==> config.mk <==
export PLATFORM = sky130hd
export DESIGN_NAME = wwdrs_top
export DESIGN_NICKNAME = d
export VERILOG_FILES = /design/src/wwdrs_mr_filter.v /design/src/wwdrs_timer.v /design/src/wwdrs_top.v
export VERILOG_INCLUDE_DIRS = /design/src
export SDC_FILE = /design/constraint.sdc
export NUM_CORES = 1
export LEC_CHECK = 0
export BUFFER_PORTS_ARGS = -buffer_cell sky130_fd_sc_hd__clkbuf_2
export CAP_MARGIN = 10
export CORE_MARGIN = 5
export CORE_UTILIZATION = 62
export DETAILED_ROUTE_END_ITERATION = 6
export GPL_TIMING_DRIVEN = 0
export HOLD_SLACK_MARGIN = 0.12
export PLACE_DENSITY_LB_ADDON = 0.3
export SYNTH_ARGS = -nofsm -noshare
export SYNTH_HDL_FRONTEND = slang
export SYNTH_SLANG_ARGS = --single-unit
==> constraint.sdc <==
create_clock -name mclk -period 2.99 [get_ports mclk]
set_clock_uncertainty 0.15 [all_clocks]
set_input_delay 0.1495 -clock mclk [delete_from_list [all_inputs] [get_ports mclk]]
set_output_delay 0.1495 -clock mclk [all_outputs]
set_load 0.005 [all_outputs]
==> src/wwdrs_regs.vh <==
// Constants and timing counts of the windowed watchdog reset supervisor
// Function
// Two kick falling edges closer than the minimum window give a fault pulse.
// No kick falling edge within the maximum window gives a fault pulse.
// Window timer clears on valid kick edge, reset release or fault release.
// Kick transitions are ignored while reset or fault output is asserted.
// First kick edge after reset or fault release never gives a fast fault.
// A fault drives the active-low fault output low for about 1ms.
// Watchdog faults never assert the reset output.
// Processor spaces kick falling edges between minimum and maximum window.
// Reset asserts while supply is bad or manual reset is low.
// Reset holds at least 100ms after supply good and manual reset high.
// Manual reset low glitches of about 100ns are filtered out.
// Manual reset must be held low at least 1us by the other party.
// Manual reset low holds window timer at zero and releases fault output.
// Each kick pulse lasts at least 300ns.
// Fault output pulses only while reset output is deasserted.
// Window, fault pulse and reset hold times are build-time cycle counts.
`ifndef WWDRS_REGS_VH
`define WWDRS_REGS_VH

`define WWDRS_CLK_MHZ 250
// ************************************************************
// Times in their own units
// ************************************************************
`define WWDRS_FAULT_PULSE_US 1000
`define WWDRS_RESET_HOLD_US 100000
`define WWDRS_MR_GLITCH_NS 100
`define WWDRS_MIN_WINDOW_US 1000
`define WWDRS_MAX_WINDOW_US 100000
// ************************************************************
// Derived cycle counts
// ************************************************************
`define WWDRS_FAULT_PULSE_CYC (`WWDRS_FAULT_PULSE_US * `WWDRS_CLK_MHZ)
`define WWDRS_RESET_HOLD_CYC (`WWDRS_RESET_HOLD_US * `WWDRS_CLK_MHZ)
`define WWDRS_MR_GLITCH_CYC ((`WWDRS_MR_GLITCH_NS * `WWDRS_CLK_MHZ + 999) / 1000)
`define WWDRS_MIN_WINDOW_CYC (`WWDRS_MIN_WINDOW_US * `WWDRS_CLK_MHZ)
`define WWDRS_MAX_WINDOW_CYC (`WWDRS_MAX_WINDOW_US * `WWDRS_CLK_MHZ)
`define WWDRS_CNT_W 32
`define WWDRS_FLT_W 6

`endif

==> src/wwdrs_mr_filter.v <==
// Glitch filter for the active-low manual reset input
`timescale 1ns/10ps
`include "wwdrs_regs.vh"
module wwdrs_mr_filter (
  input wire mclk,
  input wire rst,
  input wire manual_reset_n,
  output reg mr_low
);
  reg [`WWDRS_FLT_W-1:0] low_cnt;
  // ************************************************************
  // Low must persist past the glitch width before it counts
  // ************************************************************
  always @(posedge mclk) begin
    if (rst) begin
      low_cnt <= 6'h00;
      mr_low <= 1'b0;
    end else if (manual_reset_n) begin
      low_cnt <= 6'h00;
      mr_low <= 1'b0;
    end else if (low_cnt > `WWDRS_MR_GLITCH_CYC) begin
      mr_low <= 1'b1;
    end else begin
      low_cnt <= low_cnt + 6'h01;
    end
  end
endmodule // wwdrs_mr_filter

==> src/wwdrs_timer.v <==
// Cycle counter that clears, holds at one below its limit and flags expiry
`timescale 1ns/10ps
`include "wwdrs_regs.vh"
module wwdrs_timer (
  input wire mclk,
  input wire rst,
  input wire clear,
  input wire [`WWDRS_CNT_W-1:0] limit,
  output reg [`WWDRS_CNT_W-1:0] count,
  output reg done
);
  always @(posedge mclk) begin
    if (rst || clear) begin
      count <= 32'h00000000;
      done <= 1'b0;
    end else if (count >= limit - 32'h00000001) begin
      done <= 1'b1;
    end else begin
      count <= count + 32'h00000001;
    end
  end
endmodule // wwdrs_timer

==> src/wwdrs_top.v <==
// Windowed watchdog with power-on and manual reset sequencing
`timescale 1ns/10ps
`include "wwdrs_regs.vh"
module wwdrs_top #(
  parameter [31:0] MIN_WINDOW_CYC = `WWDRS_MIN_WINDOW_CYC,
  parameter [31:0] MAX_WINDOW_CYC = `WWDRS_MAX_WINDOW_CYC,
  parameter [31:0] FAULT_PULSE_CYC = `WWDRS_FAULT_PULSE_CYC,
  parameter [31:0] RESET_HOLD_CYC = `WWDRS_RESET_HOLD_CYC
) (
  input wire mclk,
  input wire rst,
  input wire supply_good,
  input wire manual_reset_n,
  input wire watchdog_kick_in,
  output reg reset_n,
  output reg watchdog_fault_pulse_n,
  output reg fast_fault,
  output reg slow_fault
);
  // See R16: all four timings are build-time cycle counts
  localparam [2:0] ST_IDLE = 3'b001;
  localparam [2:0] ST_ARMED = 3'b010;
  localparam [2:0] ST_FAULT = 3'b100;

  wire mr_low;
  wire hold_clear;
  wire [31:0] hold_count;
  wire hold_done;
  wire [31:0] win_count;
  wire win_done;
  wire [31:0] pulse_count;
  wire pulse_done;
  wire kick_fall;
  wire win_clear;
  reg kick_prev;
  reg [2:0] state;
  reg [2:0] next_state;
  reg first_kick;
  reg reset_prev;
  reg fault_prev;

  // ************************************************************
  // Manual reset filter and reset hold
  // ************************************************************
  wwdrs_mr_filter u_filter (
    .mclk(mclk),
    .rst(rst),
    .manual_reset_n(manual_reset_n),
    .mr_low(mr_low)
  );

  assign hold_clear = mr_low || !supply_good;
  wwdrs_timer u_hold (
    .mclk(mclk),
    .rst(rst),
    .clear(hold_clear),
    .limit(RESET_HOLD_CYC),
    .count(hold_count),
    .done(hold_done)
  );

  always @(posedge mclk) begin
    if (rst) begin
      reset_n <= 1'b0;
    end else begin
      // Faults play no part here
      reset_n <= hold_done && !hold_clear;
    end
  end

  // ************************************************************
  // Kick edge detect, window timer and fault pulse timer
  // ************************************************************
  always @(posedge mclk) begin
    if (rst) begin
      kick_prev <= 1'b1;
      reset_prev <= 1'b0;
      fault_prev <= 1'b1;
    end else begin
      kick_prev <= watchdog_kick_in;
      reset_prev <= reset_n;
      fault_prev <= watchdog_fault_pulse_n;
    end
  end

  // Edges count only while both outputs are released
  assign kick_fall = kick_prev && !watchdog_kick_in && reset_n &&
    watchdog_fault_pulse_n && !mr_low;
  assign win_clear = mr_low || !reset_n || (kick_fall && state == ST_ARMED) ||
    (reset_n && !reset_prev) ||
    (watchdog_fault_pulse_n && !fault_prev);

  wwdrs_timer u_win (
    .mclk(mclk),
    .rst(rst),
    .clear(win_clear),
    .limit(MAX_WINDOW_CYC),
    .count(win_count),
    .done(win_done)
  );

  wwdrs_timer u_pulse (
    .mclk(mclk),
    .rst(rst),
    .clear(state != ST_FAULT),
    .limit(FAULT_PULSE_CYC),
    .count(pulse_count),
    .done(pulse_done)
  );

  // ************************************************************
  // Watchdog state machine
  // ************************************************************
  always @* begin
    next_state = state;
    case (state)
      ST_IDLE: begin
        if (reset_n && !mr_low) begin
          next_state = ST_ARMED;
        end
      end
      ST_ARMED: begin
        if (!reset_n || mr_low) begin
          next_state = ST_IDLE;
        end else if (kick_fall && !first_kick &&
            win_count < MIN_WINDOW_CYC) begin
          next_state = ST_FAULT;
        end else if (win_done && !win_clear) begin
          // A stale expiry must not refire in the cycle the timer clears
          next_state = ST_FAULT;
        end
      end
      ST_FAULT: begin
        if (!reset_n || mr_low) begin
          next_state = ST_IDLE;
        end else if (pulse_done) begin
          next_state = ST_ARMED;
        end
      end
      default: begin
        next_state = ST_IDLE;
      end
    endcase
  end

  always @(posedge mclk) begin
    if (rst) begin
      state <= ST_IDLE;
      first_kick <= 1'b1;
      watchdog_fault_pulse_n <= 1'b1;
      fast_fault <= 1'b0;
      slow_fault <= 1'b0;
    end else begin
      state <= next_state;
      watchdog_fault_pulse_n <= !(next_state == ST_FAULT);
      fast_fault <= state == ST_ARMED && next_state == ST_FAULT &&
        kick_fall;
      slow_fault <= state == ST_ARMED && next_state == ST_FAULT &&
        !kick_fall;
      if (next_state != ST_ARMED) begin
        first_kick <= 1'b1;
      end else if (kick_fall) begin
        first_kick <= 1'b0;
      end
    end
  end
endmodule // wwdrs_top

-- Word level (Yosys, flattened, before mapping)
Index checks and enable logic that the tools add are counted.
- $add $sub $neg: 4
- multipliers: 0
- div/mod/pow operators: 0
- magnitude comparators: 5
- equality and inequality tests: 6
- shift-type cells: 0
- multiplexer cells: 7
- bitwise gates (word level): 0
- reduce and logical (&&, ||, !) cells: 36
- operators by type and width (operator ; number):
    $add 32x1->32 const B ; 3
    $ge 32x25->1 const B ; 2
    $ge 32x18->1 const B ; 1
    $lt 32x18->1 const B ; 1
    $mux 3 ; 6
    $logic_and 1x1->1 ; 15
    $logic_not 1->1 ; 11
    $pmux 3 s3 ; 1
    $logic_or 1x1->1 ; 8
    $add 6x1->6 const B ; 1
    $eq 3x3->1 const B ; 2
    $gt 6x5->1 const B ; 1
    $reduce_or 2->1 ; 2
    $eq 3x1->1 const B ; 1
    $eq 3x2->1 const B ; 1
    $ne 3x2->1 const B ; 1
    $ne 3x3->1 const B ; 1
- flip-flop bits (word level): 117
- bits in latches: 0
- bits in writable memories: 0
- ROM bits: 0
- output and inout port bits: 4
- logic and storage cells: 75
- memories: 0

-- Longest topological paths before layout
Gate-level depths: netlist of the first run.
- word-level depth: 18
- mapped depth: 8
- depth with buffers taken out: 7

-- Cells and area by module
From an unflattened synthesis of the first run, not the netlist that was laid out.
- cell total of the unflattened synthesis: 1149
- area, all modules: 9486.6 um^2
- by module, submodules not included (module ; times used ; cells an instance ; area an instance (um^2) ; sequential area each (um^2)):
    wwdrs_timer ; 3 ; 352 ; 2867.8 ; 660.6
    wwdrs_top ; 1 ; 59 ; 556.8 ; 220.2
    wwdrs_mr_filter ; 1 ; 34 ; 326.6 ; 140.1

-- Worst setup path after synthesis of the first run
OpenSTA, ideal clock, no wires.
- path type: reg-to-reg
- start point: register u_hold.count[7]
- end point: register u_hold.count[14]
- library setup time: 135 ps
- data arrival time: 2409 ps
- data required time: 2705 ps
- setup slack: 296 ps
- stages on the path, launching flop included: 8
- buffers on the path: 1
- clock period less this slack: 2694 ps
- cell sequence: dfxtp_1 > or4_1 > a311o_1 > a2111oi_4 > o211ai_2 > buf_2 > o311ai_0 > o41ai_1
- longest elaborated chain between the ends: 1
- ends and longest elaborated chain (item ; line ; source):
    start: declaration ; wwdrs_timer.v:9 ; output reg [`WWDRS_CNT_W-1:0] count,
    start signal: assignment ; wwdrs_timer.v:19 ; count <= count + 32'h00000001;
    $add 32x1->32 or $ge 32x25->1 (tied branches) ; wwdrs_timer.v:19, wwdrs_timer.v:16 ;
Parallel ways exist; a longest one is shown, timed or not.
A chain may end at the register's enable or synchronous reset.

-- Final worst setup path of the first run
- start point: register u_hold.count[8]
- end point: register u_hold.count[19]
Same word-level chain as after synthesis.

==> results_dict.tcl, run 1 <==
set metrics [dict create \
    yosysWarnings 0 \
    cp_slowest_cell "or4_1" \
    cts_tree "yes" \
    worst-r2r-setup-slack_ns 0.04 \
    end_kind "register" \
    critPathArrivalTime_ns 3.24 \
    clk_pin_slew_ns 0.06 \
    grt_use_met1_pct 27.8 \
    drtIter0Drc 267 \
    use_met2_pct 37.8 \
    crit_fanout 10 \
    top_level_ports 9 \
    core-area_sq_um 7770 \
    fin_hold_ws_ns 0.309 \
    finalCriticalPeriod_ns 2.95 \
    crit_path_start_kind "register" \
    slew-limit-headroom_pct 36.5 \
    die_area_sq_um 9900 \
    drt-total-wl_microns 11000 \
    die_w_microns 99.5 \
    grt_pass1_vias 4285 \
    ys_dominant_reg_cell "dfxtp_1" \
    fin_util_pct 76.0 \
    ys_async_sr_fraction_pct 0 \
    crit_chain "or4_1 > a311o_1 > a2111oi_4 > o2111ai_2 > buf_6 > or3_1 > a21oi_1" \
    syn_area_sq_um 4960 \
    drc_errors 0 \
    dpl.hpwl_microns 6760 \
    synth_cell_types 51 \
    fin_nets 599 \
    period_share_pct 98.6 \
    hold_class "reg2reg" \
    vias 4284 \
    postLayoutCellArea_sq_um 5910 \
    yosys-top-cells-count "dfxtp_1 (117), nor2_1 (58), and2_1 (32), nand2_1 (32), a21oi_1 (31)" \
    worstMarginPinSlew_ns 0.945 \
    yosysTopAreaCell "dfxtp_1" \
    required_ns 3.29 \
    htree_num_levels 4 \
    netlist_instances 550 \
    synth_edf_count 0 \
    placed_area_sq_um 5130 \
    antenna_found_initial 0 \
    ir_drop_mv 0.420 \
    cts_made_buffers 17 \
    yosys-top-cells-area "dfxtp_1 (47%), nor2_1 (4.4%), and2_1 (4.0%)" \
    critPathKind "reg2reg" \
    routedWlPerCell_microns 15.6 \
    clk_latency_ns 0.52 \
    num_antenna_cells 0 \
    synth_seq_area_share_pct 47.2 \
    layout-drive-gt1-share_pct 10.8 \
    die-height_microns 99.5 \
    io_buffers 8 \
    area_growth_pct 19.0 \
    grt_max_degree 17 \
    clockBufferDepth 2 \
    top_usage_layer "met2" \
    clockRootBuffer "clkbuf_8" \
    syn_area_per_cell_sq_um 9.03 \
    report.final.hold_viol_count 0 \
    yosys.area.top_type_share_pct 47.2 \
    setup_ws_ns 0.0431 \
    max_stage_delay_ns 0.54 \
    place.gp.congestion 0.907 \
    drv_slew 0 \
    power_density_nw_per_um2 637 \
    antenna_left 0 \
    initial_core_util_pct 63.9 \
    track_usage_pct 23.1 \
    firstDrtPassIters 5 \
    cts.sinks 117 \
    rsz0062_at_grt "yes" \
    grt_overflow 0 \
    gr-usage-met3_pct 5.47 \
    via_per_inst 6.09 \
    fillers 504 \
    setup_viol 0 \
    fmax_mhz 339 \
    finalPower_w 0.00376 \
    maxCapViolCount 0 \
    outcome "finished, final reports clean" \
    p_leak_nw 2.11 \
    fp-row-count 32 \
    grt_pass1_wl_microns 18800 \
    dp_slack_ns -0.123 \
    synth.most_common_cell "dfxtp_1" \
    synth_seq_cells 117 \
    synth_nets 561 \
]
[cell families (layout without fill, tap and decap cells)]
kind of cell	count (synthesis)	after routing	synth area share [%]
muxes	3	3	0.605
adders and majority gates	6	6	1.51
AOI/OAI and AO/OA	107	107	14.8
and+or+nand+nor	252	252	27.6
xor gates and xnor gates	32	32	5.65
DFF	117	117	47.2
buffers and inverters	33	84	2.67
[through the flow]
stage | std cells | TNS (ns)
after floorplan | 550 | 0
after global placement | 660 | -0.312
after detailed placement | 660 | -0.333
after CTS | 699 | 0
after global routing | 703 | -0.113
final | 703 | 0
[final timing paths]
| kind | start | to | depth (start not counted) |
|---|---|---|---|
| hold / removal | u_pulse.count[21] | u_pulse.count[21] | 1 |
| hold reg to reg | u_pulse.count[21] | u_pulse.count[21] | 1 |
| setup / recovery | u_hold.count[8] | u_hold.count[19] | 7 |
| setup reg to reg | u_hold.count[8] | u_hold.count[19] | 7 |
[report_power, final]
part | leakage (nW) | internal (W) | switching [W]
clock network | 0.300 | 0.00146 | 0.000709
registers | 0.943 | 0.00156 | 0.00000328
logic | 0.871 | 0.0000136 | 0.0000195
[sequential cells by signal (all words and copies together), names as in the netlist, 3 cells and up]
signal            flops
u_hold.count         32
u_filter.low_cnt      6
u_win.count          32
state                 3
u_pulse.count        32
[timing repair]
item	in CTS	in global routing
buffers inserted	2	4
setup endpoints to repair	7	19
resized for setup	1	6
hold buffers	5	0
hold endpoints to repair	21	0
pin swaps	1	2
[layout by cell type, fill, tap and decap left out, types with 4 or more instances in the layout]
master	netlist	layout
o21ai_0	23	23
nor3_1	13	13
o2111ai_1	6	6
inv_1	14	14
nand2b_1	6	6
clkbuf_1	17	18
ha_1	6	6
and3_1	10	10
nor2_1	58	58
and4_1	10	10
clkbuf_16	0	16
o21a_1	4	4
nor4_1	13	12
a21oi_1	31	31
dlygate4sd3_1	0	5
clkbuf_2	0	8
or2_2	9	9
and2_1	32	32
nand3_1	17	17
or3_1	15	15
dfxtp_1	117	117
nand4_1	11	11
xor2_1	19	19
clkinvlp_4	0	4
o31ai_1	9	8
buf_4	0	6
o211ai_1	8	8
or4_1	17	17
nand2_1	32	32
bufinv_16	0	5
xnor2_1	13	13
[final cells by class]
class	instances	area (sq um)	share of cell area, %
inverter	14	52.6	0.890
buffer	19	82.6	1.40
tap	102	128	2.16
sequential	117	2340	39.7
clock buffer	19	432	7.31
multi-input combinational	400	2530	42.9
clock inverter	13	204	3.45
timing repair buffer	19	135	2.29
[worst max-delay path, delay by kind of cell (launching register included)]
kind | cells | cell delay (ns)
AOI/OAI and AO/OA | 4 | 1.28
and+or+nand+nor | 2 | 0.85
DFF | 1 | 0.36
buffers and inverters | 1 | 0.24
[routing by layer]
layer	part of all wire, %	vias up	wire length, microns
li1	-	2072	-
met1	42	2014	4630
met2	49	164	5370
met3	6.1	34	669
met4	2.6	0	286
met5	0	-	0
No activity file was read; power rests on OpenSTA's default activity.
==> inputs of run 2 (changes only) <==
Settings changed: CORE_UTILIZATION 62 to 45.
==> run 2 against run 1 <==
  * Utilization fell by 21 points
  * Non-clock buffer count up 1
  * Worst setup slack improved by 0.11 ns
  * Routed wire length shrank 9.2%
  * Critical path depth up 1
  * Global-route usage down 7.0 points
  * Register-to-register slack gained 0.11 ns
  * Sequential share of layout area shrank 0.23 points
  * Design area rose by 0.57%
  * Power decreased by 3.5%
==> results_dict.tcl, run 2 (synthesized netlist as in run 1, its figures left out) <==
set metrics [dict create \
    drt-total-wl_microns 9950 \
    die-height_microns 115 \
    p_leak_nw 2.10 \
    fp-row-count 38 \
    io_buffers 8 \
    netSwitchingFraction_pct 20.9 \
    place.gp.congestion 0.819 \
    antenna_left 0 \
    grt_max_degree 17 \
    clockBufferDepth 2 \
    grt_overflow 0 \
    hold_class "reg2reg" \
    layout-drive-gt1-share_pct 11.1 \
    ir_drop_mv 0.427 \
    cts_tree "yes" \
    fin_nets 600 \
    grt_pass1_vias 3794 \
    fmax_mhz 352 \
    placed_area_sq_um 5180 \
    required_ns 3.28 \
    power_density_nw_per_um2 612 \
    outcome "finished, final reports clean" \
    report.final.hold_viol_count 0 \
    via_per_inst 5.47 \
    track_usage_pct 16.1 \
    critPathKind "reg2reg" \
    drc_errors 0 \
    layout_commonest_cell "dfxtp_1" \
    rsz0062_at_grt "no" \
    vias 4061 \
    maxCapViolCount 0 \
    cts.sinks 117 \
    routedWlPerCell_microns 13.4 \
    drtIter0Drc 254 \
    max_stage_delay_ns 0.53 \
    firstDrtPassIters 4 \
    crit_path_start_kind "register" \
    largestRegisters "u_hold.count (32), u_pulse.count (32), u_win.count (32)" \
    die_area_sq_um 13200 \
    fin_util_pct 54.8 \
    end_kind "register" \
    antenna_found_initial 0 \
    cts_made_buffers 17 \
    p_sw_w 0.000760 \
    worst-path-buf-inv 2 \
    clk_pin_slew_ns 0.06 \
    top_level_ports 9 \
    worstMarginPinSlew_ns 0.840 \
    setup_viol 0 \
    core-area_sq_um 10800 \
    grt_pass1_wl_microns 17400 \
    pwr-share-seq_pct 43.1 \
    fillers 925 \
    power_frac_comb_pct 0.9 \
    num_antenna_cells 0 \
    clockRootBuffer "clkbuf_8" \
    dp_cells 698 \
    dpl.hpwl_microns 6740 \
    final_cell_mix "dfxtp_1 (117), nor2_1 (58), nand2_1 (32), and2_1 (32), a21oi_1 (31)" \
    finalCriticalPeriod_ns 2.84 \
    fin_cells 742 \
    critPathArrivalTime_ns 3.13 \
    period_share_pct 94.9 \
    htree_num_levels 4 \
    p_clk_share_pct 56.0 \
    crit_chain "or4_1 > a311o_1 > a2111oi_4 > buf_4 > o2111ai_4 > buf_6 > or3_1 > a21oi_1" \
    cp_slowest_cell "or4_1" \
    initial_core_util_pct 45.8 \
    postLayoutCellArea_sq_um 5940 \
    drv_slew 0 \
    crit_fanout 10 \
    internal-power_w 0.00287 \
    area_growth_pct 19.7 \
    cp_top_family "compound AO/OA/AOI/OAI gates" \
    slew-limit-headroom_pct 43.6 \
    clk_latency_ns 0.52 \
    die_w_microns 115 \
]
## run 2: cell count changes in the layout (fill, tap and decap cells not counted), sizes merged
cell,delta
buf,+2
bufinv,-2
clkbuf,-2
clkinv,+2
inv,+1
## run 2: layout make-up
| type | instances | area (sq um) | area share, % |
|---|---|---|---|
| Buffer | 19 | 80.1 | 1.35 |
| Clock buffer | 18 | 428 | 7.20 |
| Clock inverter | 14 | 178 | 2.99 |
| Inverter | 14 | 52.6 | 0.885 |
| Multi-Input combinational cell | 400 | 2540 | 42.8 |
| Sequential cell | 117 | 2340 | 39.4 |
| Tap cell | 140 | 175 | 2.95 |
| Timing Repair Buffer | 20 | 143 | 2.40 |
## run 2: what timing repair did
item | in CTS | in global routing
hold buffers | 5 | 0
gates resized for setup | 1 | 6
pin swaps | 1 | 2
endpoints found under the hold margin | 26 | 0
buffers inserted | 2 | 5
setup endpoints to repair | 9 | 20
## run 2: metal layers
layer / GRT usage, % / routed length (microns)
met1: 21.1 / 4970
met5: 0 / 0
met2: 25.0 / 4440
met4: 5.87 / 127
met3: 5.11 / 414
## run 2: final timing paths
kind | start | end | slack (ns) | cells after the start
setup reg to reg | u_hold.count[8] | u_hold.count[19] | 0.15 | 8
setup / recovery | u_hold.count[8] | u_hold.count[19] | 0.15 | 8
hold reg to reg | u_filter.low_cnt[5] | u_filter.low_cnt[5] | 0.31 | 2
hold / removal | u_filter.low_cnt[5] | u_filter.low_cnt[5] | 0.31 | 2
## run 2: metrics by stage
stage	total power, W	hold WS (ns)	setup TNS (ns)	setup slack (ns)
floorplan	0.00162	0.0711	0	0.296
detailed placement	0.00163	0.237	-0.714	-0.157
global placement	0.00163	0.231	-0.575	-0.136
global route	0.00376	0.322	0	0.0422
CTS	0.00367	0.291	0	0.00165
finish	0.00363	0.306	0	0.152
## run 2: worst min-delay path, stage by stage (launching register included)
cell	delay [ns]
dfxtp_1	0.31
inv_1	0.06
nor2_1	0.04
## run 2: power groups by stage
stage                     sequential [W]  clock, W  combinational, W
after floorplan                  0.00160         0         0.0000171
after global placement           0.00160         0         0.0000260
after detailed placement         0.00160         0         0.0000270
after CTS                        0.00157   0.00208         0.0000324
after global routing             0.00157   0.00215         0.0000372
final                            0.00157   0.00204         0.0000320
